--- config.mk ---
export PLATFORM = sky130hd
export DESIGN_NAME = sdbk_ctrl
export DESIGN_NICKNAME = d
export VERILOG_FILES = /design/src/hdl/sdbk_pkg.sv /design/src/hdl/sdbk_ctrl.sv /design/src/hdl/sdbk_bank.sv
export SDC_FILE = /design/constraint.sdc
export NUM_CORES = 1
export LEC_CHECK = 0
export ABC_AREA = 1
export BUFFER_PORTS_ARGS = -buffer_cell sky130_fd_sc_hd__buf_2
export CORE_ASPECT_RATIO = 1.1
export CORE_MARGIN = 2
export CORE_UTILIZATION = 31
export DETAILED_ROUTE_END_ITERATION = 10
export SYNTH_ARGS = -nofsm -noshare
export SYNTH_HDL_FRONTEND = slang
export SYNTH_SLANG_ARGS = --single-unit
--- constraint.sdc ---
create_clock -name mclk_i -period 2.5 [get_ports mclk_i]
set_input_delay 0.125 -clock mclk_i [delete_from_list [all_inputs] [get_ports mclk_i]]
set_output_delay 0.125 -clock mclk_i [all_outputs]
set_load 0.02 [all_outputs]
--- src/hdl/sdbk_pkg.sv ---
// Shared constants, types and decode helpers for the bank state block.
// Assumes a single 40 MHz clock; all times are converted to whole cycles here.
package sdbk_pkg;

  localparam int CLK_MHZ                    = 40;
  localparam int NUM_BANKS                  = 4;
  localparam int BANK_W                     = 2;
  localparam int TMR_W                      = 4;
  localparam int ST_W                       = 3;
  localparam int WRITE_RECOVERY_TIME_NS     = 15;
  localparam int ROW_CYCLE_TIME_NS          = 60;
  localparam int PRECHARGE_TIME_NS          = 18;
  localparam int MODE_LOAD_CYC              = 2;

  // Least time in ns to whole cycles, rounded up, never below one
  function automatic int min_cycles(input int t_ns);
    int c;
    c = (t_ns * CLK_MHZ + 999) / 1000;
    return (c < 1) ? 1 : c;
  endfunction

  localparam int WR_CYC  = min_cycles(WRITE_RECOVERY_TIME_NS);
  localparam int RC_CYC  = min_cycles(ROW_CYCLE_TIME_NS);
  localparam int PRE_CYC = min_cycles(PRECHARGE_TIME_NS);

  typedef enum logic [3:0] {
    deselect_cmd, no_op_cmd, burst_halt_cmd, column_read_cmd, column_write_cmd,
    bank_open_cmd, bank_close_cmd, refresh_cmd, mode_register_load_cmd
  } sdbk_cmd_t;

  typedef enum logic [2:0] {
    bank_idle, bank_active, bank_wr_rec, bank_wr_rec_close, bank_closing
  } sdbk_bank_st_t;

  typedef enum logic [2:0] {
    dev_normal, dev_refresh, dev_mode_load, dev_power_down,
    dev_self_refresh, dev_sr_recovery, dev_suspend
  } sdbk_dev_st_t;

  function automatic sdbk_cmd_t cmd_decode(input logic cs_n, input logic ras_n,
                                           input logic cas_n, input logic we_n);
    if (cs_n) begin
      return deselect_cmd;
    end
    unique case ({ras_n, cas_n, we_n})
      3'h7: return no_op_cmd;
      3'h6: return burst_halt_cmd;
      3'h5: return column_read_cmd;
      3'h4: return column_write_cmd;
      3'h3: return bank_open_cmd;
      3'h2: return bank_close_cmd;
      3'h1: return refresh_cmd;
      3'h0: return mode_register_load_cmd;
    endcase
  endfunction

  // Commands that only pass time; burst halt optionally among them
  function automatic logic cmd_quiet(input sdbk_cmd_t c, input logic halt_ok);
    return (c == deselect_cmd) || (c == no_op_cmd) || (halt_ok && c == burst_halt_cmd);
  endfunction

endpackage

--- src/hdl/sdbk_ctrl.sv ---
// Device-wide command decode and clock-enable state control for a four-bank DRAM.
// Assumes command pins and clock enable come from outside the clock domain.
//
// Contract
// - Write recovery: quiet commands wait, then active
// - Recovery with close: precharge, halt returns active
// - Refresh: quiet commands only, idle after cycle
// - Mode load: idle after two clocks, quiet only
// - Commands act only with clock enable held high
// - All idle, enable low: power-down, inputs off
// - All idle, refresh command with enable falling: self-refresh
// - Self-refresh held low; exit via recovery, row cycle
// - Busy with enable low: clock suspend
// - Power-down ends when enable rises
// - All idle, refresh command: auto refresh
// - Rising enable reopens inputs at once
// - Closing: quiet commands wait, then idle
`timescale 1ns/1ps
module sdbk_ctrl #(
  parameter int NUM_BANKS = sdbk_pkg::NUM_BANKS
) (
  // Clock and reset
  input  wire logic                             mclk_i,
  input  wire logic                             nrst_i,
  // Command pins
  input  wire logic                             cke_i,
  input  wire logic                             cs_n_i,
  input  wire logic                             ras_n_i,
  input  wire logic                             cas_n_i,
  input  wire logic                             we_n_i,
  input  wire logic [sdbk_pkg::BANK_W-1:0]      ba_i,
  input  wire logic                             auto_close_flag_pin_i,
  // Status
  output logic [NUM_BANKS*sdbk_pkg::ST_W-1:0]   bank_state_o,
  output sdbk_pkg::sdbk_dev_st_t                dev_state_o,
  output logic                                  input_buf_en_o,
  output logic                                  clock_suspend_o,
  output logic                                  illegal_cmd_o
);

  localparam int RC_BACK = sdbk_pkg::RC_CYC;
  localparam logic [sdbk_pkg::TMR_W-1:0] RC_LOAD = sdbk_pkg::TMR_W'(sdbk_pkg::RC_CYC - 1);
  localparam logic [sdbk_pkg::TMR_W-1:0] ML_LOAD =
    sdbk_pkg::TMR_W'(sdbk_pkg::MODE_LOAD_CYC - 1);

  // Pin synchroniser: first stage read only by second
  logic [7:0] pin_s1_q, pin_s1_d, pin_s2_q, pin_s2_d;
  logic       cke_prev_q, cke_prev_d;

  always_comb begin
    pin_s1_d   = {cke_i, cs_n_i, ras_n_i, cas_n_i, we_n_i, ba_i, auto_close_flag_pin_i};
    pin_s2_d   = pin_s1_q;
    cke_prev_d = pin_s2_q[7];
  end

  always_ff @(posedge mclk_i) begin
    if (!nrst_i) begin
      pin_s1_q   <= 8'hFF;
      pin_s2_q   <= 8'hFF;
      cke_prev_q <= 1'b0;
    end else begin
      pin_s1_q   <= pin_s1_d;
      pin_s2_q   <= pin_s2_d;
      cke_prev_q <= cke_prev_d;
    end
  end

  sdbk_pkg::sdbk_dev_st_t dev_q, dev_d;
  logic [sdbk_pkg::TMR_W-1:0] tmr_q, tmr_d;
  logic                       ill_q, ill_d;
  logic                       cke_cur;
  logic                       ck_both;
  logic                       ck_fall;
  logic                       buf_en;
  logic                       all_idle;
  logic                       bank_run;
  logic                       bank_tick;
  sdbk_pkg::sdbk_cmd_t        cmd;
  logic [NUM_BANKS-1:0]       bank_idle;
  logic [NUM_BANKS-1:0]       bank_ill;

  assign cke_cur = pin_s2_q[7];
  assign ck_both = cke_prev_q && cke_cur;
  assign ck_fall = cke_prev_q && !cke_cur;
  // Inputs reopen as soon as enable is seen high, without waiting for state
  assign buf_en = cke_cur || !(dev_q == sdbk_pkg::dev_power_down ||
                               dev_q == sdbk_pkg::dev_self_refresh);
  assign cmd = buf_en ? sdbk_pkg::cmd_decode(pin_s2_q[6], pin_s2_q[5], pin_s2_q[4], pin_s2_q[3])
                      : sdbk_pkg::deselect_cmd;
  assign all_idle  = (&bank_idle) && (dev_q == sdbk_pkg::dev_normal);
  assign bank_run  = ck_both && (dev_q == sdbk_pkg::dev_normal);
  assign bank_tick = (dev_q != sdbk_pkg::dev_suspend);

  always_comb begin
    dev_d = dev_q;
    tmr_d = (tmr_q != '0) ? tmr_q - 1'b1 : tmr_q;
    ill_d = 1'b0;
    unique case (dev_q)
      sdbk_pkg::dev_normal: begin
        if (!cke_cur) begin
          if (all_idle) begin
            dev_d = (ck_fall && cmd == sdbk_pkg::refresh_cmd) ? sdbk_pkg::dev_self_refresh
                                                              : sdbk_pkg::dev_power_down;
          end else if (ck_fall) begin
            dev_d = sdbk_pkg::dev_suspend;
          end
        end else if (ck_both && (cmd == sdbk_pkg::refresh_cmd ||
                                 cmd == sdbk_pkg::mode_register_load_cmd)) begin
          if (!all_idle) begin
            ill_d = 1'b1;
          end else if (cmd == sdbk_pkg::refresh_cmd) begin
            dev_d = sdbk_pkg::dev_refresh;
            tmr_d = RC_LOAD;
          end else begin
            dev_d = sdbk_pkg::dev_mode_load;
            tmr_d = ML_LOAD;
          end
        end
      end
      sdbk_pkg::dev_refresh: begin
        ill_d = ck_both && !sdbk_pkg::cmd_quiet(cmd, 1'b1);
        if (tmr_q == '0) begin
          dev_d = sdbk_pkg::dev_normal;
        end
      end
      sdbk_pkg::dev_mode_load: begin
        ill_d = ck_both && !sdbk_pkg::cmd_quiet(cmd, 1'b0);
        if (tmr_q == '0) begin
          dev_d = sdbk_pkg::dev_normal;
        end
      end
      sdbk_pkg::dev_power_down: begin
        if (cke_cur) begin
          dev_d = sdbk_pkg::dev_normal;
        end
      end
      sdbk_pkg::dev_self_refresh: begin
        if (cke_cur) begin
          ill_d = !sdbk_pkg::cmd_quiet(cmd, 1'b1);
          dev_d = sdbk_pkg::dev_sr_recovery;
          tmr_d = RC_LOAD;
        end
      end
      sdbk_pkg::dev_sr_recovery: begin
        ill_d = cke_cur && !sdbk_pkg::cmd_quiet(cmd, 1'b1);
        if (tmr_q == '0) begin
          dev_d = sdbk_pkg::dev_normal;
        end
      end
      sdbk_pkg::dev_suspend: begin
        if (cke_cur) begin
          dev_d = sdbk_pkg::dev_normal;
        end
      end
      default: dev_d = sdbk_pkg::dev_normal;
    endcase
  end

  always_ff @(posedge mclk_i) begin
    if (!nrst_i) begin
      dev_q <= sdbk_pkg::dev_normal;
      tmr_q <= '0;
      ill_q <= 1'b0;
    end else begin
      dev_q <= dev_d;
      tmr_q <= tmr_d;
      ill_q <= ill_d;
    end
  end

  // One tracker per bank; an all-banks close or a halt (no bank address) reaches every bank
  for (genvar b = 0; b < NUM_BANKS; b++) begin : g_bank
    sdbk_pkg::sdbk_bank_st_t st;
    logic                    hit;
    assign hit = (cmd == sdbk_pkg::bank_close_cmd && pin_s2_q[0]) ||
                 (cmd == sdbk_pkg::burst_halt_cmd) ||
                 (pin_s2_q[2:1] == sdbk_pkg::BANK_W'(b));
    sdbk_bank u_bank (
      .mclk_i       (mclk_i),
      .nrst_i       (nrst_i),
      .cmd_i        (cmd),
      .hit_i        (hit),
      .auto_close_i (pin_s2_q[0]),
      .run_i        (bank_run),
      .tick_i       (bank_tick),
      .state_o      (st),
      .idle_o       (bank_idle[b]),
      .illegal_o    (bank_ill[b])
    );
    assign bank_state_o[b*sdbk_pkg::ST_W +: sdbk_pkg::ST_W] = st;
  end

  assign dev_state_o     = dev_q;
  assign input_buf_en_o  = buf_en;
  assign clock_suspend_o = (dev_q == sdbk_pkg::dev_suspend);
  assign illegal_cmd_o   = ill_q || (|bank_ill);
endmodule

--- src/hdl/sdbk_bank.sv ---
// One bank: state and remaining time, advanced by commands aimed at it.
// Assumes commands arrive decoded and already qualified by clock enable.
`timescale 1ns/1ps
module sdbk_bank (
  // Clock and reset
  input  wire logic                     mclk_i,
  input  wire logic                     nrst_i,
  // Command
  input  wire sdbk_pkg::sdbk_cmd_t      cmd_i,
  input  wire logic                     hit_i,
  input  wire logic                     auto_close_i,
  input  wire logic                     run_i,
  input  wire logic                     tick_i,
  // Status
  output sdbk_pkg::sdbk_bank_st_t       state_o,
  output logic                          idle_o,
  output logic                          illegal_o
);

  sdbk_pkg::sdbk_bank_st_t st_q, st_d;
  logic [sdbk_pkg::TMR_W-1:0] tmr_q, tmr_d;
  logic                       halt_q, halt_d;
  logic                       ill_q, ill_d;
  sdbk_pkg::sdbk_cmd_t        c;
  logic                       expire;

  localparam logic [sdbk_pkg::TMR_W-1:0] WR_LOAD  = sdbk_pkg::TMR_W'(sdbk_pkg::WR_CYC - 1);
  localparam logic [sdbk_pkg::TMR_W-1:0] PRE_LOAD = sdbk_pkg::TMR_W'(sdbk_pkg::PRE_CYC - 1);

  always_comb begin
    // Commands for other banks are no-ops here
    c      = (run_i && hit_i) ? cmd_i : sdbk_pkg::no_op_cmd;
    expire = tick_i && (tmr_q == '0);
    st_d   = st_q;
    tmr_d  = (tick_i && tmr_q != '0) ? tmr_q - 1'b1 : tmr_q;
    halt_d = halt_q;
    ill_d  = 1'b0;
    unique case (st_q)
      sdbk_pkg::bank_idle: begin
        if (c == sdbk_pkg::bank_open_cmd) begin
          st_d = sdbk_pkg::bank_active;
        end else if (c == sdbk_pkg::column_read_cmd || c == sdbk_pkg::column_write_cmd) begin
          ill_d = 1'b1;
        end
      end
      sdbk_pkg::bank_active: begin
        if (c == sdbk_pkg::column_write_cmd) begin
          st_d   = auto_close_i ? sdbk_pkg::bank_wr_rec_close : sdbk_pkg::bank_wr_rec;
          tmr_d  = WR_LOAD;
          halt_d = 1'b0;
        end else if (c == sdbk_pkg::bank_close_cmd) begin
          st_d  = sdbk_pkg::bank_closing;
          tmr_d = PRE_LOAD;
        end else if (c == sdbk_pkg::bank_open_cmd) begin
          ill_d = 1'b1;
        end
      end
      sdbk_pkg::bank_wr_rec: begin
        if (c == sdbk_pkg::column_read_cmd) begin
          st_d = sdbk_pkg::bank_active;
        end else if (c == sdbk_pkg::column_write_cmd) begin
          st_d  = auto_close_i ? sdbk_pkg::bank_wr_rec_close : sdbk_pkg::bank_wr_rec;
          tmr_d = WR_LOAD;
        end else if (c == sdbk_pkg::bank_open_cmd || c == sdbk_pkg::bank_close_cmd) begin
          ill_d = 1'b1;
        end else if (expire) begin
          st_d = sdbk_pkg::bank_active;
        end
      end
      sdbk_pkg::bank_wr_rec_close: begin
        if (c == sdbk_pkg::burst_halt_cmd) begin
          halt_d = 1'b1;
        end
        if (c == sdbk_pkg::column_read_cmd || c == sdbk_pkg::column_write_cmd ||
            c == sdbk_pkg::bank_open_cmd || c == sdbk_pkg::bank_close_cmd) begin
          ill_d = 1'b1;
        end else if (expire) begin
          halt_d = 1'b0;
          if (halt_q || c == sdbk_pkg::burst_halt_cmd) begin
            st_d = sdbk_pkg::bank_active;
          end else begin
            st_d  = sdbk_pkg::bank_closing;
            tmr_d = PRE_LOAD;
          end
        end
      end
      sdbk_pkg::bank_closing: begin
        if (c == sdbk_pkg::column_read_cmd || c == sdbk_pkg::column_write_cmd ||
            c == sdbk_pkg::bank_open_cmd) begin
          ill_d = 1'b1;
        end else if (expire) begin
          st_d = sdbk_pkg::bank_idle;
        end
      end
      default: st_d = sdbk_pkg::bank_idle;
    endcase
  end

  always_ff @(posedge mclk_i) begin
    if (!nrst_i) begin
      st_q   <= sdbk_pkg::bank_idle;
      tmr_q  <= '0;
      halt_q <= 1'b0;
      ill_q  <= 1'b0;
    end else begin
      st_q   <= st_d;
      tmr_q  <= tmr_d;
      halt_q <= halt_d;
      ill_q  <= ill_d;
    end
  end

  assign state_o   = st_q;
  assign idle_o    = (st_q == sdbk_pkg::bank_idle);
  assign illegal_o = ill_q;
endmodule

-- Word-level counts from Yosys, hierarchy flattened
Memory sizes are Yosys's and may differ from the RTL's. A register that Yosys moved wholly into a read port is not among the register bits.
Cells that the tools add are included.
- add/subtract/negate cells: 5
- equal/unequal tests: 93
- muxes and demuxes: 185
- reductions and logical operators: 91
- operators with widths (operator ; number):
    2-to-1 mux 4 bit ; 44
    2-to-1 mux 3 bit ; 58
    2-to-1 mux 1 bit ; 62
    case mux 3 bit (5 select lines) ; 4
    equality test 4 x 3 -> 1 bit, second input constant ; 14
    case mux 4 bit (3 select lines) ; 4
    equality test 4 x 2 -> 1 bit, second input constant ; 9
    AND reduction 8 bit ; 4
    logical OR 1 bit ; 31
    equality test 3 x 2 -> 1 bit, second input constant ; 10
    != test 2 x 1 -> 1 bit, second input constant ; 14
    != test 2 bit, second input constant ; 13
    case mux 1 bit (5 select lines) ; 5
    logical NOT 4 bit ; 6
    logical AND 1 bit ; 22
    equality test 3 bit, second input constant ; 7
    nonzero test 4 bit ; 5
    subtractor 4 x 1 -> 4 bit, second input constant ; 5
    != test 4 x 1 -> 1 bit, second input constant ; 4
    != test 4 x 2 -> 1 bit, second input constant ; 4
    equality test 3 x 1 -> 1 bit, second input constant ; 5
    logical NOT 3 bit ; 5
    != test 3 x 1 -> 1 bit, second input constant ; 4
    case mux 3 bit (4 select lines) ; 1
    18 further kinds ; 34
- flip-flop bits (word level): 61
- ROM bits: 32
- input port bits: 10
- memories: 1
- memory list (name ; words ; width ; rd ports ; clocked after memory_dff ; wr ports ; line ; RTL):
    (no name shown) ; 8 ; 4 ; 1 ; 1 ; 0 ; sdbk_pkg.sv:45 ; unique case ({ras_n, cas_n, we_n})

-- Logic depth before layout (Yosys ltp)
Gate-level depths: netlist of run 1.
- depth after elaboration: 17
- depth in mapped cells: 18

-- By module
A second synthesis of run 1 with hierarchy kept.
- cell total of the unflattened synthesis: 711
- area, all modules: 4434.3 um^2
- modules (own cells, without submodules) (module ; instances ; cells an instance ; area each (um^2)):
    sdbk_bank ; 4 ; 132 ; 768.2
    sdbk_ctrl ; 1 ; 183 ; 1361.3

-- Least setup slack after synthesis of run 1
Ideal clock, no wire load.
- path type: register to register
- start point: register dev_q[2], in the netlist dev_state_o[2]
- end point: register g_bank[3].u_bank.tmr_q[0] in the netlist's numbering
- setup time: 118 ps
- arrival time: 2095 ps
- slack: 287 ps
- cell stages (with the launch flop): 16
- clock period less this slack: 2213 ps
- cell sequence: dfxtp_1 > inv_2 > nand2_4 > nand3_4 > nand3_4 > nor2_8 > nand2_4 > nand2_4 > nand4_4 > nand2_2 > nor2_1 > nand2_1 > nand2_1 > nand3_1 > o21ai_2 > nor2_1
- longest elaborated chain between the ends: 17
- elaborated cells on any way between the ends: 36
- classes of those cells: eq/ne: 10; mux: 11; reduce/logical: 15
- ends and longest elaborated chain (what ; line ; RTL):
    start, declared ; sdbk_ctrl.sv:68 ; sdbk_pkg::sdbk_dev_st_t dev_q, dev_d;
    start signal, assigned ; sdbk_ctrl.sv:161 ; dev_q <= sdbk_pkg::dev_normal;
    start signal, assigned ; sdbk_ctrl.sv:165 ; dev_q <= dev_d;
    equality test 3 x 2 -> 1 bit or equality test 3 bit (tied branches) ; sdbk_ctrl.sv:86, sdbk_ctrl.sv:87 ;
    logical OR 1 bit * ; sdbk_ctrl.sv:86 ; assign buf_en = cke_cur || !(dev_q == sdbk_pkg::dev_power_down ||
    logical NOT 1 bit * ; sdbk_ctrl.sv:86 ;
    logical OR 1 bit * ; sdbk_ctrl.sv:86 ;
    named net input_buf_en_o ; sdbk_ctrl.sv:36 ; output logic input_buf_en_o,
    2-to-1 mux 4 bit * ; sdbk_ctrl.sv:88 ; assign cmd = buf_en ? sdbk_pkg::cmd_decode(pin_s2_q[6], pin_s2_q[5], pin_s2_q[4], pin_s2_q[3])
    equality test 4 x 3 -> 1 bit ; sdbk_ctrl.sv:175 ; assign hit = (cmd == sdbk_pkg::bank_close_cmd && pin_s2_q[0]) ||
    logical AND 1 bit ; sdbk_ctrl.sv:175 ;
    [2 not listed] ; -- ;
    logical AND 1 bit ; sdbk_bank.sv:32 ; c = (run_i && hit_i) ? cmd_i : sdbk_pkg::no_op_cmd;
    2-to-1 mux 4 bit * ; sdbk_bank.sv:32 ;
    equality test 4 x 2 -> 1 bit, or another cell as far along ; sdbk_bank.sv:79 ; if (halt_q || c == sdbk_pkg::burst_halt_cmd) begin
    logical OR 1 bit (on tied branches) ; sdbk_bank.sv:79, sdbk_bank.sv:74 ;
    2-to-1 mux 4 bit or logical OR 1 bit (tied branches) ; sdbk_bank.sv:79, sdbk_bank.sv:74 ;
    2-to-1 mux 4 bit or logical OR 1 bit (tied branches) ; sdbk_bank.sv:77, sdbk_bank.sv:75 ;
    2-to-1 mux 4 bit ; sdbk_bank.sv:74 ; if (c == sdbk_pkg::column_read_cmd || c == sdbk_pkg::column_write_cmd ||
    case mux 4 bit (3 select lines) * ; sdbk_bank.sv:38 ; unique case (st_q)
    end signal, assigned ; sdbk_bank.sv:107 ; tmr_q <= tmr_d;
    end, declared ; sdbk_bank.sv:21 ; logic [sdbk_pkg::TMR_W-1:0] tmr_q, tmr_d;
Mark *: on every way through the listed nets, which the timed path passes. The rest lies on a longest branch.
A chain may end at the register's enable or synchronous reset.

-- Worst setup path in the final report of run 1
- start point: register dev_q[1], in the netlist dev_state_o[1]
- end point: register g_bank[3].u_bank.tmr_q[2] in the netlist's numbering
- longest elaborated chain between the ends: 17
- elaborated cells on any way between the ends: 36
- classes of those cells: eq/ne: 10; mux: 11; reduce/logical: 15
- ends and longest elaborated chain (what ; line ; RTL):
    equality test 3 x 2 -> 1 bit or equality test 3 bit (tied branches) ; sdbk_ctrl.sv:86, sdbk_ctrl.sv:87 ;
    logical OR 1 bit ; sdbk_ctrl.sv:86 ;
    logical NOT 1 bit ; sdbk_ctrl.sv:86 ;
    logical OR 1 bit ; sdbk_ctrl.sv:86 ;
    2-to-1 mux 4 bit ; sdbk_ctrl.sv:88 ;
    equality test 4 x 3 -> 1 bit ; sdbk_ctrl.sv:175 ;
    logical AND 1 bit ; sdbk_ctrl.sv:175 ;
    logical OR 1 bit ; sdbk_ctrl.sv:175 ;
    logical OR 1 bit ; sdbk_ctrl.sv:176 ; (cmd == sdbk_pkg::burst_halt_cmd) ||
    logical AND 1 bit ; sdbk_bank.sv:32 ;
    2-to-1 mux 4 bit ; sdbk_bank.sv:32 ;
    equality test 4 x 2 -> 1 bit, or another cell as far along ; sdbk_bank.sv:79 ;
    logical OR 1 bit (on tied branches) ; sdbk_bank.sv:79, sdbk_bank.sv:74 ;
    2-to-1 mux 4 bit or logical OR 1 bit (tied branches) ; sdbk_bank.sv:79, sdbk_bank.sv:74 ;
    2-to-1 mux 4 bit or logical OR 1 bit (tied branches) ; sdbk_bank.sv:77, sdbk_bank.sv:75 ;
    2-to-1 mux 4 bit ; sdbk_bank.sv:74 ;
    case mux 4 bit (3 select lines) * ; sdbk_bank.sv:38 ;
Every way passes the cells marked *; elsewhere a longest branch is shown, timed or not.

==> results of run 1 <==
-- cells in the mapped netlist, drive strengths merged (5+ instances only) --
library cell	number	area, um^2
inv	101	384
ha	7	87.6
o211ai	5	37.5
o21ai	33	176
nand3	59	370
or2	13	81.3
nor3	16	85.1
a21oi	26	145
nor2	118	559
nand2	142	598
dfxtp	62	1240
o22ai	6	37.5
nand4	20	236
-- cell families after synthesis --
logic type	Yosys count	synth area share (%)
adder cells (fa/ha/maj)	7	2.04
XOR/XNOR	8	1.63
buffers and inverters	108	10.3
AO/OA/AOI/OAI	83	11.6
AND/OR/NAND/NOR	372	45.6
flip-flops	62	28.9
-- timing repair --
| action | 4_1_cts | 5_1_grt |
|---|---|---|
| hold endpoints to repair | 8 | 0 |
| resized for setup | 0 | 5 |
| endpoints found under the setup margin | 0 | 25 |
| hold buffers | 8 | 0 |
-- stage by stage --
step	total power [W]	instance area [um^2]	utilization (%)	hold WS (ns)	instances
after CTS	0.00468	5040	36.9	0.241	882
after global routing	0.00503	5050	36.9	0.279	882
after global placement	0.00355	4710	34.4	0.309	859
after detailed placement	0.00355	4710	34.4	0.314	859
final	0.00463	5050	36.9	0.250	882
after floorplan	0.00306	4300	-	0.232	640
-- sequential cells by signal (all words and copies together) (netlist names), named ones only --
signal	cells
g_bank.u_bank.tmr_q	16
dev_state_o	3
g_bank.u_bank.halt_q	4
tmr_q	4
g_bank.u_bank.illegal_o	4
pin_s2_q	5
ill_q	1
cke_prev_q	1
pin_s1_q	8
g_bank.u_bank.state_o	12
-- layout make-up --
class,count,area [um^2],area share (%)
flip-flops and latches,62,1250,24.7
clock buffers,10,229,4.53
inverters,101,384,7.60
well taps,188,235,4.66
multi-input cells,470,2620,51.8
repair buffers,46,310,6.14
clock inverters,5,27.5,0.545
-- where the power goes --
part	internal, W	switching, W	leakage (nW)
clock	0.000656	0.000428	0.128
sequential	0.00116	0.000153	0.510
combinational	0.000778	0.00145	1.81
total	0.00259	0.00203	2.45
-- layer usage --
metal	global-route usage [%]	wire, um	part of all wire, %	vias to the layer above
met3	3.94	418	4.1	18
met4	5.88	237	2.3	0
met1	17.0	4560	45	1793
li1	-	-	-	2175
met2	24.2	4920	49	84
met5	0	0	0	-
-- final timing paths --
check                                      to  cells past startpoint  slack (ns)      startpoint
setup / recovery    g_bank[3].u_bank.tmr_q[2]                     14        0.24  dev_state_o[1]
hold / removal    g_bank[1].u_bank.state_o[0]                      4        0.25          nrst_i
setup reg to reg    g_bank[3].u_bank.tmr_q[2]                     14        0.24  dev_state_o[1]
hold reg to reg                   pin_s2_q[1]                      1        0.41     pin_s1_q[1]
-- tightest hold or removal path, cell delays in order --
cell	delay, ns
buf_2	0.08
inv_1	0.04
buf_4	0.19
nor2_1	0.10
==> impl_metrics.env, run 1 <==
export IMPL_critPathMaxFanout=7
export IMPL_avgSynthCellArea_um2=6.71
export IMPL_path_delay_family="simple AND/OR/NAND/NOR gates"
export IMPL_synth_edf_count=0
export IMPL_async_reset_ff_share_pct=0
export IMPL_drive_above_1_share_pct=20.6
export IMPL_synth_yosys_seq_area_share_pct=28.9
export IMPL_syn_inst=640
export IMPL_power_density_nw_per_um2=916
export IMPL_layout_commonest_cell="nand2_1"
export IMPL_cts_max_level=3
export IMPL_critical_path_required_ns=2.72
export IMPL_post_drt_wl_per_cell_um=11.5
export IMPL_tightestPinTransition_ns=0.660
export IMPL_crit_slowest_cell="dfxtp_2"
export IMPL_cp_end_kind="flip-flop"
export IMPL_dr_pass1_iters=6
export IMPL_min_period_over_period_pct=90.3
export IMPL_synth_top_flop_cell="dfxtp_1"
export IMPL_die_y_um=127
export IMPL_max_freq_mhz=443
export IMPL_p_leak_nw=2.45
export IMPL_worstSetupStartpointType="flip-flop"
export IMPL_worstPathCellList="o21ai_1 > nand3_4 > nand3_4 > nor2_8 > nand2_4 > nand2_4 > nand3_1 > nand2_1 > nor2_1 > nand2_1 > nand2_1 > nand3_1 > o21ai_2 > nor2_1"
export IMPL_final_antenna_net_count=0
export IMPL_hp_class="in -> reg"
export IMPL_synth_area_um2=4300
export IMPL_antenna_found_initial=0
export IMPL_ys_seq_elements=62
export IMPL_die_x_um=116
export IMPL_status="complete, no violations"
export IMPL_fin_nets=707
export IMPL_clk_pin_slew_ns=0.06
export IMPL_drt_iter0_drc=171
export IMPL_fp_row_count=45
export IMPL_cts_buffers=9
export IMPL_mostFrequentLayoutCells="nand2_1 (128), nor2_1 (99), inv_1 (86)"
export IMPL_cts_buffer_depth=2
export IMPL_cts_sinks=62
export IMPL_cts_root_buf="clkbuf_16"
export IMPL_worstPathArrival_ns=2.47
export IMPL_n_antenna_cell=0
export IMPL_grt_pass1_wl_um=17000
export IMPL_drc=0
export IMPL_drt_wl_total_um=10100
export IMPL_ir_drop_v=0.000440
export IMPL_post_cts_buffers=0
export IMPL_gp_congestion=0.970
export IMPL_slew_headroom_pct=55.7
export IMPL_final_hold_viol_count=0
export IMPL_cts_tree="built"
export IMPL_setup_ws_ns=0.244
export IMPL_crit_buf_inv=0
export IMPL_syn2layout_area_growth_pct=17.6
export IMPL_ios=28
export IMPL_hpwl_um=7790
export IMPL_place_ws_ns=0.114
export IMPL_rsz0062_at_grt="no"
export IMPL_dr_total_vias=4070
export IMPL_ys_warn_count=0
export IMPL_synth_distinct_cells=45
export IMPL_fillers=1456
export IMPL_slowest_delay_ns=0.35
export IMPL_drv_cap=0
export IMPL_die_area_um2=14800
export IMPL_drv_slew=0
export IMPL_insertion_delay_ns=0.33
export IMPL_synth_fp_nets=657
export IMPL_tns_ns=0
export IMPL_initial_utilization_pct=31.4
export IMPL_via_per_inst=4.61
export IMPL_track_usage_pct=14.3
export IMPL_portBuffers=27
export IMPL_critPathKind="reg -> reg"
export IMPL_core_area_um2=13700
export IMPL_period_minus_slack_ns=2.26
export IMPL_setup_viol_count_final=0
export IMPL_grt_pass1_vias=3824
export IMPL_grt_max_degree=20
export IMPL_cpMostUsedCell="nand2_1"
export IMPL_grt_overflow_total=0
export IMPL_finalClockSkew_ns=0.00641
No activity file was read; power rests on OpenSTA's default activity.
==> run 2: changes to the inputs <==
Settings changed: CORE_UTILIZATION 31 to 40.
==> impl_metrics.env, run 2 (synthesis gave the netlist of run 1 again) <==
export IMPL_worstPathArrival_ns=2.52
export IMPL_hold_ws_ns=0.283
export IMPL_place_area_um2=4620
export IMPL_drc=0
export IMPL_cts_buffers=9
export IMPL_cts_buffer_depth=2
export IMPL_initial_utilization_pct=41.1
export IMPL_min_to="g_bank[0].u_bank.state_o[1]"
export IMPL_die_y_um=113
export IMPL_gp_congestion=0.907
export IMPL_r2r_cells=17
export IMPL_cts_sinks=62
export IMPL_critical_path_required_ns=2.72
export IMPL_period_minus_slack_ns=2.30
export IMPL_cts_tree="built"
export IMPL_place_inst=810
export IMPL_drt_wl_total_um=10300
export IMPL_ios=28
export IMPL_worstHoldPathCells=4
export IMPL_dr_total_vias=4155
export IMPL_worstReg2RegEnd="g_bank[3].u_bank.state_o[1]"
export IMPL_critPathMaxFanout=11
export IMPL_grt_pass1_wl_um=17300
export IMPL_power_density_nw_per_um2=1010
export IMPL_reg2reg_from="dev_state_o[1]"
export IMPL_status="complete, no violations"
export IMPL_reg2reg_slack_ns=0.20
export IMPL_layout_commonest_cell="nand2_1"
export IMPL_tightestPinTransition_ns=0.631
export IMPL_largest_reg_flops=16
export IMPL_cts_max_level=3
export IMPL_setup_viol_count_final=0
export IMPL_drv_slew=0
export IMPL_max_freq_mhz=435
export IMPL_dr_pass1_iters=4
export IMPL_fillers=1076
export IMPL_ir_drop_v=0.000537
export IMPL_slowest_delay_ns=0.38
export IMPL_hp_class="in -> reg"
export IMPL_post_drt_wl_per_cell_um=12.3
export IMPL_worstPathCellList="nor2_4 > inv_2 > nor2_4 > inv_2 > nor2_4 > inv_2 > nor2_8 > buf_12 > nand4_2 > nand2_1 > nand2_1 > inv_1 > nand2_1 > nor2_2 > nand3_1 > nand2_1 > nor2_1"
export IMPL_core_area_um2=10400
export IMPL_path_delay_family="simple AND/OR/NAND/NOR gates"
export IMPL_mostFrequentLayoutCells="nand2_1 (128), nor2_1 (98), inv_1 (86)"
export IMPL_portBuffers=27
export IMPL_finalInstanceArea_um2=5100
export IMPL_drt_iter0_drc=152
export IMPL_die_x_um=103
export IMPL_final_hold_viol_count=0
export IMPL_critPathKind="reg -> reg"
export IMPL_fin_cells=836
export IMPL_syn2layout_area_growth_pct=18.6
export IMPL_crit_buf_inv=5
export IMPL_final_antenna_net_count=0
export IMPL_slew_headroom_pct=57.6
export IMPL_drive_above_1_share_pct=20.3
export IMPL_worst_hold_startpoint="nrst_i"
export IMPL_cp_end_kind="flip-flop"
export IMPL_fin_nets=705
export IMPL_drv_cap=0
export IMPL_n_antenna_cell=0
export IMPL_fp_row_count=39
export IMPL_crit_slowest_cell="dfxtp_1"
export IMPL_worstSetupStartpointType="flip-flop"
export IMPL_insertion_delay_ns=0.33
export IMPL_grt_overflow_total=0
export IMPL_min_period_over_period_pct=92.0
export IMPL_power_w=0.00512
export IMPL_p_leak_nw=2.49
export IMPL_via_per_inst=4.97
export IMPL_cts_root_buf="clkbuf_16"
export IMPL_finalClockSkew_ns=0.00680
export IMPL_clk_pin_slew_ns=0.06
export IMPL_antenna_found_initial=0
export IMPL_fin_util_pct=48.8
export IMPL_hpwl_um=7850
export IMPL_die_area_um2=11600
export IMPL_cpMostUsedCell="nand2_1"
export IMPL_track_usage_pct=18.9
export IMPL_top_register="g_bank.u_bank.tmr_q"
export IMPL_grt_pass1_vias=3914
export IMPL_grt_max_degree=21
run 2: tightest hold or removal path, delay by kind of cell:
family | cells | cell delay (ns)
buffers and inverters | 2 | 0.31
and+or+nand+nor | 2 | 0.12
run 2: area by class of cell:
| cell class | count | area [um^2] | share of cell area (%) |
|---|---|---|---|
| Clock inverter | 6 | 133 | 2.60 |
| Tap cell | 143 | 179 | 3.51 |
| Sequential cell | 62 | 1240 | 24.3 |
| Timing Repair Buffer | 44 | 295 | 5.79 |
| Clock buffer | 10 | 239 | 4.69 |
| Inverter | 101 | 384 | 7.54 |
| Multi-Input combinational cell | 470 | 2630 | 51.5 |
run 2: worst max path at each step:
stage                         startpoint                          end  depth (start not counted)
after floorplan           dev_state_o[2]    g_bank[3].u_bank.tmr_q[0]                         15
after global placement    dev_state_o[0]  g_bank[2].u_bank.state_o[0]                         17
after detailed placement  dev_state_o[1]  g_bank[0].u_bank.state_o[0]                         15
after CTS                 dev_state_o[1]  g_bank[0].u_bank.state_o[0]                         15
after global routing      dev_state_o[1]  g_bank[0].u_bank.state_o[0]                         15
final                     dev_state_o[1]  g_bank[3].u_bank.state_o[1]                         17
run 2: layer usage:
metal	wire length (um)	global-route usage, %	part of all wire (%)
met5	0	0	0
met4	288	8.07	2.8
met3	439	4.51	4.3
met2	5020	31.9	49
met1	4560	22.6	44
run 2: power by group:
part / switching, W / internal, W / total (W)
clock network: 0.000448 / 0.00110 / 0.00155
registers: 0.000151 / 0.00115 / 0.00131
logic: 0.00148 / 0.000790 / 0.00227
total: 0.00208 / 0.00304 / 0.00512
run 2: per-stage QoR:
stage	setup TNS (ns)	setup WS, ns
2_1_floorplan	0	0.287
3_3_place_gp	0	0.233
3_5_place_dp	0	0.182
4_1_cts	0	0.160
5_1_grt	-0.00833	-0.00822
6_report	0	0.199
run 2: repair_timing:
item	CTS	global route
endpoints found under the setup margin	0	13
resized for setup	0	3
setup buffers	0	2
hold endpoints to repair	8	0
hold buffers	8	0
